### src/core/rcso_pkg.sv
package rcso_pkg;

    // ------------------------------------------------------------
    // Sideband layout.
    // ------------------------------------------------------------
    localparam int unsigned SB_W = 43;         // Sideband width.
    localparam int unsigned SB_BE_LSB = 0;     // Byte strobes start here.
    localparam int unsigned SB_SOF0 = 32;      // First start flag.
    localparam int unsigned SB_SOF1 = 33;      // Second start flag.
    localparam int unsigned SB_EOF0_LSB = 34;  // First end group, four bits.
    localparam int unsigned SB_EOF1_LSB = 38;  // Second end group, four bits.
    localparam int unsigned SB_DISC = 42;      // Discontinue bit.

    // ------------------------------------------------------------
    // Buffered Dword entry layout.
    // ------------------------------------------------------------
    localparam int unsigned ENT_W = 43;        // Entry width.
    localparam int unsigned ENT_DW_LSB = 0;    // Dword data.
    localparam int unsigned ENT_BE_LSB = 32;   // Four byte strobes.
    localparam int unsigned ENT_SOP = 36;      // First Dword of packet.
    localparam int unsigned ENT_EOP = 37;      // Last Dword of packet.
    localparam int unsigned ENT_DISC = 38;     // Payload error seen.
    localparam int unsigned ENT_AA = 39;       // Address-aligned packet.
    localparam int unsigned ENT_OFF_LSB = 40;  // Three-bit alignment offset.

    // ------------------------------------------------------------
    // Framing constants.
    // ------------------------------------------------------------
    localparam logic [1:0] DESC_DW = 2'h3;          // Descriptor Dwords.
    localparam logic [2:0] STR_MAX_END = 3'h3;      // Latest end before a straddle.
    localparam logic [2:0] STR_SECOND_POS = 3'h4;   // Second packet Dword lane.

    // Packet progress through the gatherer.
    typedef enum logic [1:0] {
        RCSO_IDLE = 2'b00,
        RCSO_DESC = 2'b01,
        RCSO_PAY  = 2'b10
    } rcso_state_t;

endpackage : rcso_pkg

### src/core/rcso_stream_if.sv
`timescale 1ns/100ps
// ------------------------------------------------------------
// Valid and ready word carrier between the framer and its buffer.
// ------------------------------------------------------------
interface rcso_stream_if #(parameter int unsigned W = 8);
    logic valid;          // Word offered.
    logic ready;          // Word taken.
    logic [W-1:0] data;   // Word itself.
    modport sink (input valid, input data, output ready);
    modport source (output valid, output data, input ready);
endinterface : rcso_stream_if
### src/core/rcso_fifo.sv
`timescale 1ns/100ps
module rcso_fifo
#(
    parameter int unsigned WIDTH = 43,
    parameter int unsigned DEPTH = 8
)
(
    input wire logic ref_clk,
    input wire logic resetn,
    rcso_stream_if.sink wr,
    rcso_stream_if.source rd
);
    import rcso_pkg::*;

    // ------------------------------------------------------------
    // Storage and pointers.
    // ------------------------------------------------------------
    localparam int unsigned AW = $clog2(DEPTH);

    // Pointers carry one extra wrap bit so full and empty differ.
    if (DEPTH < 2 || (1 << AW) != DEPTH) begin : g_bad_depth
        $error("rcso_fifo depth must be a power of two of at least two");
    end

    logic [WIDTH-1:0] mem [DEPTH];   // Word storage.
    logic [AW:0] wptr_ff;            // Write pointer.
    logic [AW:0] rptr_ff;            // Read pointer.
    logic [AW:0] nxt_wptr;
    logic [AW:0] nxt_rptr;
    logic full;
    logic empty;
    logic push;
    logic pop;

    assign empty = (wptr_ff == rptr_ff);
    assign full = (wptr_ff[AW] != rptr_ff[AW]) && (wptr_ff[AW-1:0] == rptr_ff[AW-1:0]);
    assign wr.ready = !full;
    assign rd.valid = !empty;
    assign rd.data = mem[rptr_ff[AW-1:0]];
    assign push = wr.valid && !full;
    assign pop = rd.ready && !empty;

    // Pointer advance on each accepted push and pop.
    always_comb begin
        nxt_wptr = push ? wptr_ff + 1'b1 : wptr_ff;
        nxt_rptr = pop ? rptr_ff + 1'b1 : rptr_ff;
    end

    // Pointers reset to empty; the array needs no reset.
    always_ff @(posedge ref_clk or negedge resetn) begin
        if (!resetn) begin
            wptr_ff <= '0;
            rptr_ff <= '0;
        end else begin
            wptr_ff <= nxt_wptr;
            rptr_ff <= nxt_rptr;
        end
    end

    // Words land at the write pointer.
    always_ff @(posedge ref_clk) begin
        if (push) begin
            mem[wptr_ff[AW-1:0]] <= wr.data;
        end
    end

endmodule : rcso_fifo

### src/core/rcso_framer.sv
`timescale 1ns/100ps
module rcso_framer
    import rcso_pkg::*;
#(
    parameter int unsigned LANES = 8,                  // Dwords per beat: 2, 4 or 8.
    parameter bit straddle_enable_param = 1'b0,        // Straddle option.
    parameter int unsigned FIFO_DEPTH = 8              // Buffered Dwords.
)
(
    input wire logic ref_clk,
    input wire logic resetn,
    input wire logic src_valid,
    output logic src_ready,
    input wire logic [31:0] src_dword,
    input wire logic [3:0] src_byte_en,
    input wire logic src_sop,
    input wire logic src_eop,
    input wire logic src_discontinue,
    input wire logic src_addr_aligned,
    input wire logic [2:0] src_addr_offset,
    output logic [32*LANES-1:0] completion_out_data,
    output logic [LANES-1:0] completion_out_keep,
    output logic completion_out_last,
    output logic completion_out_valid,
    input wire logic completion_out_ready,
    output logic [SB_W-1:0] completion_sideband
);

    // ------------------------------------------------------------
    // Configuration checks.
    // ------------------------------------------------------------
    if (LANES != 2 && LANES != 4 && LANES != 8) begin : g_bad_lanes
        $error("rcso_framer lanes must be 2, 4 or 8");
    end
    if (straddle_enable_param && LANES != 8) begin : g_bad_straddle
        $error("rcso_framer straddle needs eight lanes");
    end

    localparam int unsigned DW_W = 32 * LANES;
    localparam int unsigned BE_W = 4 * LANES;
    localparam logic [2:0] LAST_LANE = 3'(LANES - 1);
    localparam bit STR = straddle_enable_param;

    // Ones on every lane up to and including the given one.
    function automatic logic [LANES-1:0] fill_mask(input logic [2:0] last);
        logic [LANES-1:0] m;
        m = '0;
        for (int i = 0; i < LANES; i++) begin
            m[i] = (3'(i) <= last);
        end
        return m;
    endfunction : fill_mask

    // ------------------------------------------------------------
    // Input buffer.
    // ------------------------------------------------------------
    rcso_stream_if #(.W(ENT_W)) in_if ();
    rcso_stream_if #(.W(ENT_W)) buf_if ();

    assign in_if.valid = src_valid;
    assign in_if.data = {src_addr_offset, src_addr_aligned, src_discontinue,
                         src_eop, src_sop, src_byte_en, src_dword};
    // The buffer's ready is the source's back-pressure.
    assign src_ready = in_if.ready;

    rcso_fifo #(.WIDTH(ENT_W), .DEPTH(FIFO_DEPTH)) u_fifo (
        .ref_clk(ref_clk),
        .resetn(resetn),
        .wr(in_if),
        .rd(buf_if)
    );

    // Fields of the Dword at the buffer head.
    logic [31:0] e_dw;
    logic [3:0] e_be;
    logic e_sop;
    logic e_eop;
    logic e_disc;
    logic e_aa;
    logic [2:0] e_off;
    assign e_dw = buf_if.data[ENT_DW_LSB +: 32];
    assign e_be = buf_if.data[ENT_BE_LSB +: 4];
    assign e_sop = buf_if.data[ENT_SOP];
    assign e_eop = buf_if.data[ENT_EOP];
    assign e_disc = buf_if.data[ENT_DISC];
    // Straddled builds never place by address.
    assign e_aa = buf_if.data[ENT_AA] && !STR;
    assign e_off = buf_if.data[ENT_OFF_LSB +: 3];

    // ------------------------------------------------------------
    // Beat gatherer and output stage state.
    // ------------------------------------------------------------
    rcso_state_t st_ff, nxt_st;          // Packet progress.
    logic [1:0] dcnt_ff, nxt_dcnt;       // Descriptor Dwords seen.
    logic [2:0] pos_ff, nxt_pos;         // Next free Dword lane.
    logic [DW_W-1:0] acc_data_ff, nxt_acc_data;  // Beat being gathered.
    logic [BE_W-1:0] acc_be_ff, nxt_acc_be;      // Its byte strobes.
    logic [1:0] starts_ff, nxt_starts;   // Packets started in this beat.
    logic [1:0] ends_ff, nxt_ends;       // Packets ended in this beat.
    logic [2:0] eof0_ff, nxt_eof0;       // Lane of the first end.
    logic [2:0] eof1_ff, nxt_eof1;       // Lane of the second end.
    logic disc_ff, nxt_disc;             // Discontinue for this beat.
    logic [DW_W-1:0] nxt_out_data;
    logic [LANES-1:0] nxt_out_keep;
    logic nxt_out_last;
    logic nxt_out_valid;
    logic [SB_W-1:0] nxt_sb;
    logic can_out;                       // Output stage free this cycle.
    logic take;                          // Head Dword consumed.
    logic flush;                         // Gathered beat moves to output.
    logic pkt_end;                       // A packet closes this beat.
    logic desc_done;                     // Descriptor completes now.

    assign can_out = !completion_out_valid || completion_out_ready;
    assign buf_if.ready = take;

    // Gathering proceeds only while the output stage can take a beat,
    // which keeps the flush decision a single cycle at the cost of a
    // bubble when the user stalls.
    always_comb begin
        nxt_st = st_ff;
        nxt_dcnt = dcnt_ff;
        nxt_pos = pos_ff;
        nxt_acc_data = acc_data_ff;
        nxt_acc_be = acc_be_ff;
        nxt_starts = starts_ff;
        nxt_ends = ends_ff;
        nxt_eof0 = eof0_ff;
        nxt_eof1 = eof1_ff;
        nxt_disc = disc_ff;
        nxt_out_data = completion_out_data;
        nxt_out_keep = completion_out_keep;
        nxt_out_last = completion_out_last;
        nxt_sb = completion_sideband;
        nxt_out_valid = completion_out_valid && !completion_out_ready;
        take = 1'b0;
        flush = 1'b0;
        pkt_end = 1'b0;
        desc_done = 1'b0;
        if (can_out && buf_if.valid) begin
            take = 1'b1;
            // Drop the Dword into its lane; descriptor bytes get no strobes.
            for (int i = 0; i < LANES; i++) begin
                if (3'(i) == pos_ff) begin
                    nxt_acc_data[32*i +: 32] = e_dw;
                    nxt_acc_be[4*i +: 4] = (st_ff == RCSO_PAY) ? e_be : 4'h0;
                end
            end
            if (e_sop) begin
                nxt_starts = starts_ff + 2'h1;
            end
            case (st_ff)
                RCSO_IDLE: begin
                    nxt_dcnt = 2'h1;
                    nxt_st = RCSO_DESC;
                end
                RCSO_DESC: begin
                    nxt_dcnt = dcnt_ff + 2'h1;
                    if (nxt_dcnt == DESC_DW) begin
                        nxt_st = RCSO_PAY;
                        desc_done = 1'b1;
                    end
                end
                RCSO_PAY: begin
                    nxt_st = RCSO_PAY;
                end
                default: begin
                    nxt_st = RCSO_IDLE;
                end
            endcase
            if (e_eop) begin
                nxt_st = RCSO_IDLE;
                nxt_dcnt = 2'h0;
                nxt_ends = ends_ff + 2'h1;
                nxt_disc = disc_ff | e_disc;
                if (ends_ff == 2'h0) begin
                    nxt_eof0 = pos_ff;
                end else begin
                    nxt_eof1 = pos_ff;
                end
                // A second packet may share the beat only behind an early,
                // clean end; a discontinued packet closes its beat.
                if (STR && pos_ff <= STR_MAX_END && ends_ff == 2'h0 && !e_disc) begin
                    nxt_pos = STR_SECOND_POS;
                end else begin
                    flush = 1'b1;
                    pkt_end = 1'b1;
                end
            end else if (pos_ff == LAST_LANE) begin
                flush = 1'b1;
            end else if (e_aa && desc_done) begin
                // Payload waits for the next beat at the requested lane.
                flush = 1'b1;
            end else begin
                nxt_pos = pos_ff + 3'h1;
            end
        end else if (STR && can_out && ends_ff != 2'h0) begin
            // Nothing ready to straddle in: send the short beat now.
            flush = 1'b1;
            pkt_end = 1'b1;
        end
        if (flush) begin
            nxt_out_valid = 1'b1;
            nxt_out_data = nxt_acc_data;
            if (STR) begin
                nxt_out_keep = '1;
                nxt_out_last = 1'b0;
            end else begin
                nxt_out_keep = pkt_end ? fill_mask(pos_ff) : '1;
                nxt_out_last = pkt_end;
            end
            nxt_sb = '0;
            nxt_sb[SB_BE_LSB +: BE_W] = nxt_acc_be;
            nxt_sb[SB_SOF0] = (nxt_starts != 2'h0);
            nxt_sb[SB_DISC] = nxt_disc;
            if (STR) begin
                nxt_sb[SB_SOF1] = (nxt_starts == 2'h2);
                nxt_sb[SB_EOF0_LSB +: 4] = {nxt_eof0, nxt_ends != 2'h0};
                nxt_sb[SB_EOF1_LSB +: 4] = {nxt_eof1, nxt_ends == 2'h2};
            end
            // Fresh beat: no strobes, flags or ends carried over.
            nxt_acc_be = '0;
            nxt_starts = 2'h0;
            nxt_ends = 2'h0;
            nxt_eof0 = 3'h0;
            nxt_eof1 = 3'h0;
            nxt_disc = 1'b0;
            nxt_pos = (e_aa && desc_done && take && !e_eop) ? (e_off & LAST_LANE) : 3'h0;
        end
    end

    // All gatherer and output state, cleared to an idle stream.
    always_ff @(posedge ref_clk or negedge resetn) begin
        if (!resetn) begin
            st_ff <= RCSO_IDLE;
            dcnt_ff <= 2'h0;
            pos_ff <= 3'h0;
            acc_data_ff <= '0;
            acc_be_ff <= '0;
            starts_ff <= 2'h0;
            ends_ff <= 2'h0;
            eof0_ff <= 3'h0;
            eof1_ff <= 3'h0;
            disc_ff <= 1'b0;
            completion_out_data <= '0;
            // A straddled build shows all keep bits set from reset on.
            completion_out_keep <= {LANES{STR}};
            completion_out_last <= 1'b0;
            completion_out_valid <= 1'b0;
            completion_sideband <= '0;
        end else begin
            st_ff <= nxt_st;
            dcnt_ff <= nxt_dcnt;
            pos_ff <= nxt_pos;
            acc_data_ff <= nxt_acc_data;
            acc_be_ff <= nxt_acc_be;
            starts_ff <= nxt_starts;
            ends_ff <= nxt_ends;
            eof0_ff <= nxt_eof0;
            eof1_ff <= nxt_eof1;
            disc_ff <= nxt_disc;
            completion_out_data <= nxt_out_data;
            completion_out_keep <= nxt_out_keep;
            completion_out_last <= nxt_out_last;
            completion_out_valid <= nxt_out_valid;
            completion_sideband <= nxt_sb;
        end
    end

    logic in_pkt_ff;   // An unstraddled packet is open on the output.
    always_ff @(posedge ref_clk or negedge resetn) begin
        if (!resetn) begin
            in_pkt_ff <= 1'b0;
        end else if (completion_out_valid && completion_out_ready) begin
            in_pkt_ff <= !completion_out_last;
        end
    end
endmodule : rcso_framer

### config.mk
export PLATFORM = sky130hd
export DESIGN_NAME = rcso_framer
export DESIGN_NICKNAME = d
export VERILOG_FILES = /design/src/core/rcso_pkg.sv /design/src/core/rcso_stream_if.sv /design/src/core/rcso_fifo.sv /design/src/core/rcso_framer.sv
export SDC_FILE = /design/constraint.sdc
export NUM_CORES = 1
export LEC_CHECK = 0
export BUFFER_PORTS_ARGS = -buffer_cell sky130_fd_sc_hd__buf_2
export CELL_PAD_IN_SITES_DETAIL_PLACEMENT = 1
export CELL_PAD_IN_SITES_GLOBAL_PLACEMENT = 1
export CORE_ASPECT_RATIO = 1.25
export CORE_MARGIN = 4
export CORE_UTILIZATION = 40
export CTS_CLUSTER_DIAMETER = 200
export CTS_CLUSTER_SIZE = 14
export DETAILED_ROUTE_END_ITERATION = 16
export PLACE_DENSITY_LB_ADDON = 0.1
export SETUP_SLACK_MARGIN = 0.02
export SKIP_CTS_REPAIR_TIMING = 1
export SLEW_MARGIN = 20
export SYNTH_ARGS = -nofsm -noshare
export SYNTH_HDL_FRONTEND = slang
export SYNTH_HIERARCHICAL = 1
export SYNTH_SLANG_ARGS = --single-unit
### constraint.sdc
create_clock -name ref_clk -period 5.2 [get_ports ref_clk]
set_input_delay 0.52 -clock ref_clk [delete_from_list [all_inputs] [get_ports ref_clk]]
set_output_delay 0.52 -clock ref_clk [all_outputs]
set_load 0.02 [all_outputs]
=== Word-level counts from Yosys, hierarchy flattened ===
Memory sizes are Yosys's and may differ from the RTL's.
Cells that the tools add are included.

* Output and inout port bits: 310
* Bits in registers: 606
* Bits in writable memories: 344
* Logic and storage cells: 122
* Memories kept: 1
* Bits of input ports: 47

* Magnitude comparators: 8
* Muxes and demuxes: 52
* Bitwise logic cells: 1
* Add/subtract/negate cells: 5
* Equal/unequal tests: 18
* Reductions and logical operators: 23

{| class="wikitable"
|+ Memory list
! memory !! words !! bits a word !! read ports !! clocked after memory_dff !! write ports !! RTL line !! text
|-
| u_fifo.mem || 8 || 43 || 1 || 0 || 1 || rcso_fifo.sv:25 || <nowiki>logic [WIDTH-1:0] mem [DEPTH];</nowiki>
|}

{| class="wikitable"
|+ Operators by type and width
! kind !! number
|-
| 32-bit 2-to-1 mux || 10
|-
| 256-bit 2-to-1 mux || 1
|-
| 4-bit 2-to-1 mux || 9
|-
| 3-bit 2-to-1 mux || 6
|-
| 1-bit 2-to-1 mux || 17
|-
| 3-bit == test (first input constant) || 4
|-
| 3-bit less-or-equal comparator (first input constant) || 4
|-
| 2-bit 2-to-1 mux || 6
|-
| 1-bit logical AND || 9
|-
| 4-bit by 1-bit adder with 4-bit output (second input constant) || 2
|-
| 8-bit 2-to-1 mux || 1
|-
| 2-bit by 3-bit == test with 1-bit output (first input constant) || 2
|-
| 1-bit by 3-bit less-or-equal comparator with 1-bit output (first input constant) || 2
|-
| 2-bit by 3-bit less-or-equal comparator with 1-bit output (first input constant) || 2
|-
| 2-bit one-hot mux with 3 select lines || 1
|-
| 1-bit zero test || 5
|-
| 2-bit by 1-bit adder with 2-bit output (second input constant) || 2
|-
| 2-bit == test (second input constant) || 2
|-
| 4-bit == test || 1
|-
| 2-bit != test (second input constant) || 2
|-
| 2-bit one-hot mux with 2 select lines || 1
|-
| 2-bit AND reduction || 2
|-
| 4-bit AND reduction || 1
|-
| 2-bit nonzero test || 2
|-
| other kinds (13) || 13
|}

=== Depth between registers and ports, before layout ===
* Depth in word-level cells: 12
* Mapped depth: 11
* Mapped depth without buffers: 8

=== By module ===
Netlist, hierarchy kept.

{| class="wikitable"
|+ By module, submodules not included
! module !! times used !! sequential area each (µm²) !! cells each !! area an instance (µm²)
|-
| rcso_framer || 1 || 14964.4 || 2458 || 25918.6
|-
| rcso_fifo || 1 || 10530.1 || 557 || 13500.4
|}

=== Least setup slack after synthesis ===
Ideal clock, no wire load.

* Kind: reg2reg
* From: register u_fifo.rptr_ff[1]
* To: memory u_fifo.mem[4][0] (enable)
* Path buffers: 1
* Arrival: 5151 ps
* Clock period less this slack: 5701 ps
* Library setup time: 551 ps
* Stages on the path, launching flop included: 5
* Data required time: 4649 ps
* Path slack: -501 ps
* Cell sequence: dfrtp_1 -> buf_2 -> xor2_2 -> nor4_2 -> nor4_1

* Word-level cells in the longest chain between the ends: 6

{| class="wikitable"
|+ RTL lines
! item !! RTL line !! text
|-
| start: declaration || rcso_fifo.sv:27 || <nowiki>logic [AW:0] rptr_ff;</nowiki>
|-
| start signal: assignment || rcso_fifo.sv:56 || <nowiki>rptr_ff <= nxt_rptr;</nowiki>
|-
| 3-bit == test || rcso_fifo.sv:36 || <nowiki>assign full = (wptr_ff[AW] != rptr_ff[AW]) && (wptr_ff[AW-1:0] == rptr_ff[AW-1:0]);</nowiki>
|-
| 1-bit logical AND || rcso_fifo.sv:36 ||
|-
| 1-bit zero test || rcso_fifo.sv:40 || <nowiki>assign push = wr.valid && !full;</nowiki>
|-
| 1-bit logical AND || rcso_fifo.sv:40 ||
|-
| 1-bit 2-to-1 mux || rcso_fifo.sv:62 || <nowiki>if (push) begin</nowiki>
|-
| 1-bit 2-to-1 mux (implied by the code) || rcso_fifo.sv:63 || <nowiki>mem[wptr_ff[AW-1:0]] <= wr.data;</nowiki>
|-
| end: declaration || rcso_fifo.sv:25 ||
|}

No other way between the ends.

=== Worst setup path in the final report ===
* From: register u_fifo.rptr_ff[1]
* To: register completion_sideband[21]

* Elaborated cells between the ends (all ways): 12
* Classes of those cells: eq/ne: 1; mux: 7; reduce/logical: 3; memory: 1

{| class="wikitable"
|+ RTL lines
! item !! RTL line !! text
|-
| memory 8 x 43 bit || n/a ||
|-
| net buf_if.data[37] || rcso_stream_if.sv:8 || <nowiki>logic [W-1:0] data;</nowiki>
|-
| 1-bit 2-to-1 mux || rcso_framer.sv:171 || <nowiki>if (e_eop) begin</nowiki>
|-
| 1-bit 2-to-1 mux || rcso_framer.sv:140 || <nowiki>if (can_out && buf_if.valid) begin</nowiki>
|-
| end signal: assignment || rcso_framer.sv:266 || <nowiki>completion_sideband <= nxt_sb;</nowiki>
|-
| end: declaration || rcso_framer.sv:26 || <nowiki>output logic [SB_W-1:0] completion_sideband</nowiki>
|}

The timed path passes the listed nets, and every way through them passes these cells.
A chain may end at the register's enable or synchronous reset.

==> qor.yml <==
yosys:
  mappedNetlistArea_um2: 39400
  yosysWarnings: 6
  postSynthCellCount: 3015
  netlist-cell-type-count: 61
  async_reset_ff_frac: 0.638
  synth_edf_count: 344
  postSynth.topFlopCell: "dfrtp_1"
  synth_seq_area_share: 0.647
  synth.avg_cell_area_um2: 13.1
  synth_seq_cells: 950
floorplanning:
  pin_count: 357
  design.die.area_um2: 104000
  placeableCoreArea_um2: 97700
  die_width_um: 289
  fp-row-count: 128
  start_util: 0.403
  die_height_um: 359
worst_setup_path:
  largest_driver_fanout_on_the_critical_path: 61
  critical-path-max-stage-delay_ps: 880
  setup.worst_path.start_class: "flip-flop"
  cp_data_arrival_time_ps: 4530
  worstReg2RegStart: "u_fifo/rptr_ff[1]"
  ff2ff_path_depth: 8
  critical_path.endpoint_type: "flip-flop"
  critPathTopFamily: "buffers and inverters"
  critical_path.slowest_cell: "dfrtp_4"
  worstSetupPathDepth: 8
  setup.worst_path.start: "u_fifo/rptr_ff[1]"
  critPathMostFrequentCell: "buf_4"
  timing_worst_setup_path_type: "flip-flop to flip-flop"
  sequence_of_cells_on_the_critical_path: "buf_4 -> mux4_2 -> mux2_2 -> a311oi_2 -> nor3_4 -> buf_12 -> buf_4 -> a31oi_1"
  critical_path_buf_inv_count: 3
  worstPathRequired_ps: 5690
finish:
  multi_input_area_um2: 12400
  mostFrequentLayoutCell: "dfrtp_1"
  ff_latch_area_um2: 25500
  layout.filler_cells: 10100
  area_growth_syn_to_layout_pct: 12.1
  drive_above_1_share: 0.221
  final_design_area_no_fill_um2: 44200
  layout_common_cells: "dfrtp_1, a31oi_1, buf_2, edfxtp_1, nand4_1"
  num-nets-final: 3193
clock_network:
  htree_num_levels: 3
  worstSkewPairLatency_ps: 650
  cts.reportedPaths.clkPinSlew_ps: 70
  numClockSinks: 950
  tritoncts.num_buffers: 77
  tritoncts: "built"
  cts.path.max_buffers: 3
  cts-root-buf: "clkbuf_16"
global_routing:
  grt_pass1_vias: 29400
  overflow: 0
  gr-usage-all-layers: 0.258
  first_pass_grt_wire_length_um: 202000
  number_of_antenna_violations_at_the_first_check_in_global_routing: 11
  grt_start_max_net_pins: 162
timing:
  timing.final.crit_period_ps: 4050
  final_min_period_over_clock_period: 0.778
  timing_worst_slew_pin_value_ps: 1130
  holdWs_ps: -65.9
  slew_headroom: 0.247
  skew_ps: 21.2
  finalSetupViolCount: 0
  finalWorstSetupSlack_ps: 1150
  finalHoldViolations: 37
  timing.fmax_mhz: 247
  final_max_slew_viol_count: 0
  final.setup.tns_ps: 0
  rsz0062_at_grt: "no"
route:
  post_drt_via_cell_ratio: 6.30
  routed_wirelength_um: 136000
  drcViolationCount: 0
  initialDrtViolationCount: 2566
  detail_route_antenna_nets: 0
  routedWlPerCell_um: 30.5
  first_pass_iters: 5
  detailroute.via_count: 28200
placement:
  port-buffer-count: 347
  place.detailed.hpwl_um: 79700
  preCtsSetupSlack_ps: 1090
  placement.cell_area_um2: 42000
  gp_congestion: 0.793
worst_hold_path:
  hold_path_class: "primary input to async pin"
run_status:
  run_status: "finished, violations left"
  failed_checks: "hold timing"
job:
  cap_viol_max_count: 0
## layout make-up
| type | instances | share of cell area |
|---|---|---|
| Inverter | 15 | 0.00127 |
| Antenna cell | 3 | 0.000170 |
| Timing Repair Buffer | 417 | 0.0549 |
| Tap cell | 1300 | 0.0368 |
| Multi-Input combinational cell | 1675 | 0.280 |
| Sequential cell | 950 | 0.577 |
| Clock inverter | 3 | 0.000850 |
| Clock buffer | 112 | 0.0487 |
## synth_stat cells, types with 3 or more instances
library cell / n / share of area
buf_4: 9 / 0.0017
nor2b_1: 7 / 0.0011
nand2_1: 234 / 0.022
buf_1: 32 / 0.0030
nand2b_1: 7 / 0.0011
nor3_1: 6 / 0.00076
nor2_1: 7 / 0.00067
a21oi_1: 72 / 0.0091
mux4_2: 86 / 0.049
clkbuf_1: 215 / 0.020
and2_1: 9 / 0.0014
dfrtp_1: 606 / 0.38
xor2_2: 3 / 0.0012
xnor2_1: 5 / 0.0011
inv_1: 12 / 0.0011
o31ai_1: 252 / 0.048
o22a_1: 5 / 0.0011
nand3_1: 3 / 0.00038
mux2i_1: 36 / 0.0091
ha_1: 10 / 0.0032
o41ai_1: 3 / 0.00067
mux2_2: 78 / 0.022
a31oi_1: 544 / 0.086
buf_2: 124 / 0.016
edfxtp_1: 344 / 0.26
nand4_1: 255 / 0.040
and2_0: 4 / 0.00063
## worst register-to-register path: cells and delay by family, from the launching register on
kind	cells	cell delay (ps)
flip-flops	1	880
buffers and inverters	3	1620
multiplexers	2	750
AND/OR/NAND/NOR	1	290
AO/OA/AOI/OAI	2	360
## flip-flops by register name, indices dropped and copies added, names as in the netlist
signal / cells
acc_be_ff: 32
completion_out_keep: 8
u_fifo/mem: 344
disc_ff: 1
completion_sideband: 34
completion_out_last: 1
st_ff: 2
dcnt_ff: 2
completion_out_valid: 1
starts_ff: 2
u_fifo/wptr_ff: 4
completion_out_data: 256
pos_ff: 3
u_fifo/rptr_ff: 4
acc_data_ff: 256
## worst paths after layout
check	endpoint	slack, ps
min	completion_out_data[49]	-70
max	completion_sideband[21]	1150
max reg2reg	completion_sideband[21]	1150
min in group ref_clk	u_fifo/mem[5][4]	140
min reg2reg	acc_be_ff[31]	490
max in group asynchronous	completion_out_data[145]	3910
## layer usage
layer	wire length [um]	vias to the layer above	track usage	part of all wire
met1	57900	15000	0.360	0.42
met3	8550	212	0.0439	0.063
met4	5790	10	0.102	0.042
li1	-	12100	-	-
met2	64100	908	0.405	0.47
met5	57	-	0	0.00042
## per-stage QoR
step / util / hold slack (ps) / cells
3_3_place_gp: 0.429 / 468 / 4356
2_1_floorplan: - / 224 / 3023
6_report: 0.452 / -65.9 / 4475
5_1_grt: 0.452 / 0.697 / 4472
4_1_cts: 0.452 / -45.6 / 4471
3_5_place_dp: 0.429 / 475 / 4356
## cells by family after synthesis
| group | count (synthesis) | share of synthesized area |
|---|---|---|
| mux | 200 | 0.0806 |
| fa+ha+maj | 10 | 0.00317 |
| buf+inv | 398 | 0.0437 |
| flops | 950 | 0.647 |
| compound gates | 904 | 0.152 |
| xor+xnor | 9 | 0.00257 |
| other cells | 1 | 0.0000951 |
| simple gates | 543 | 0.0712 |
Power is not shown: default switching activity piles up to over one toggle a cycle in this logic, so the estimate is an artifact.
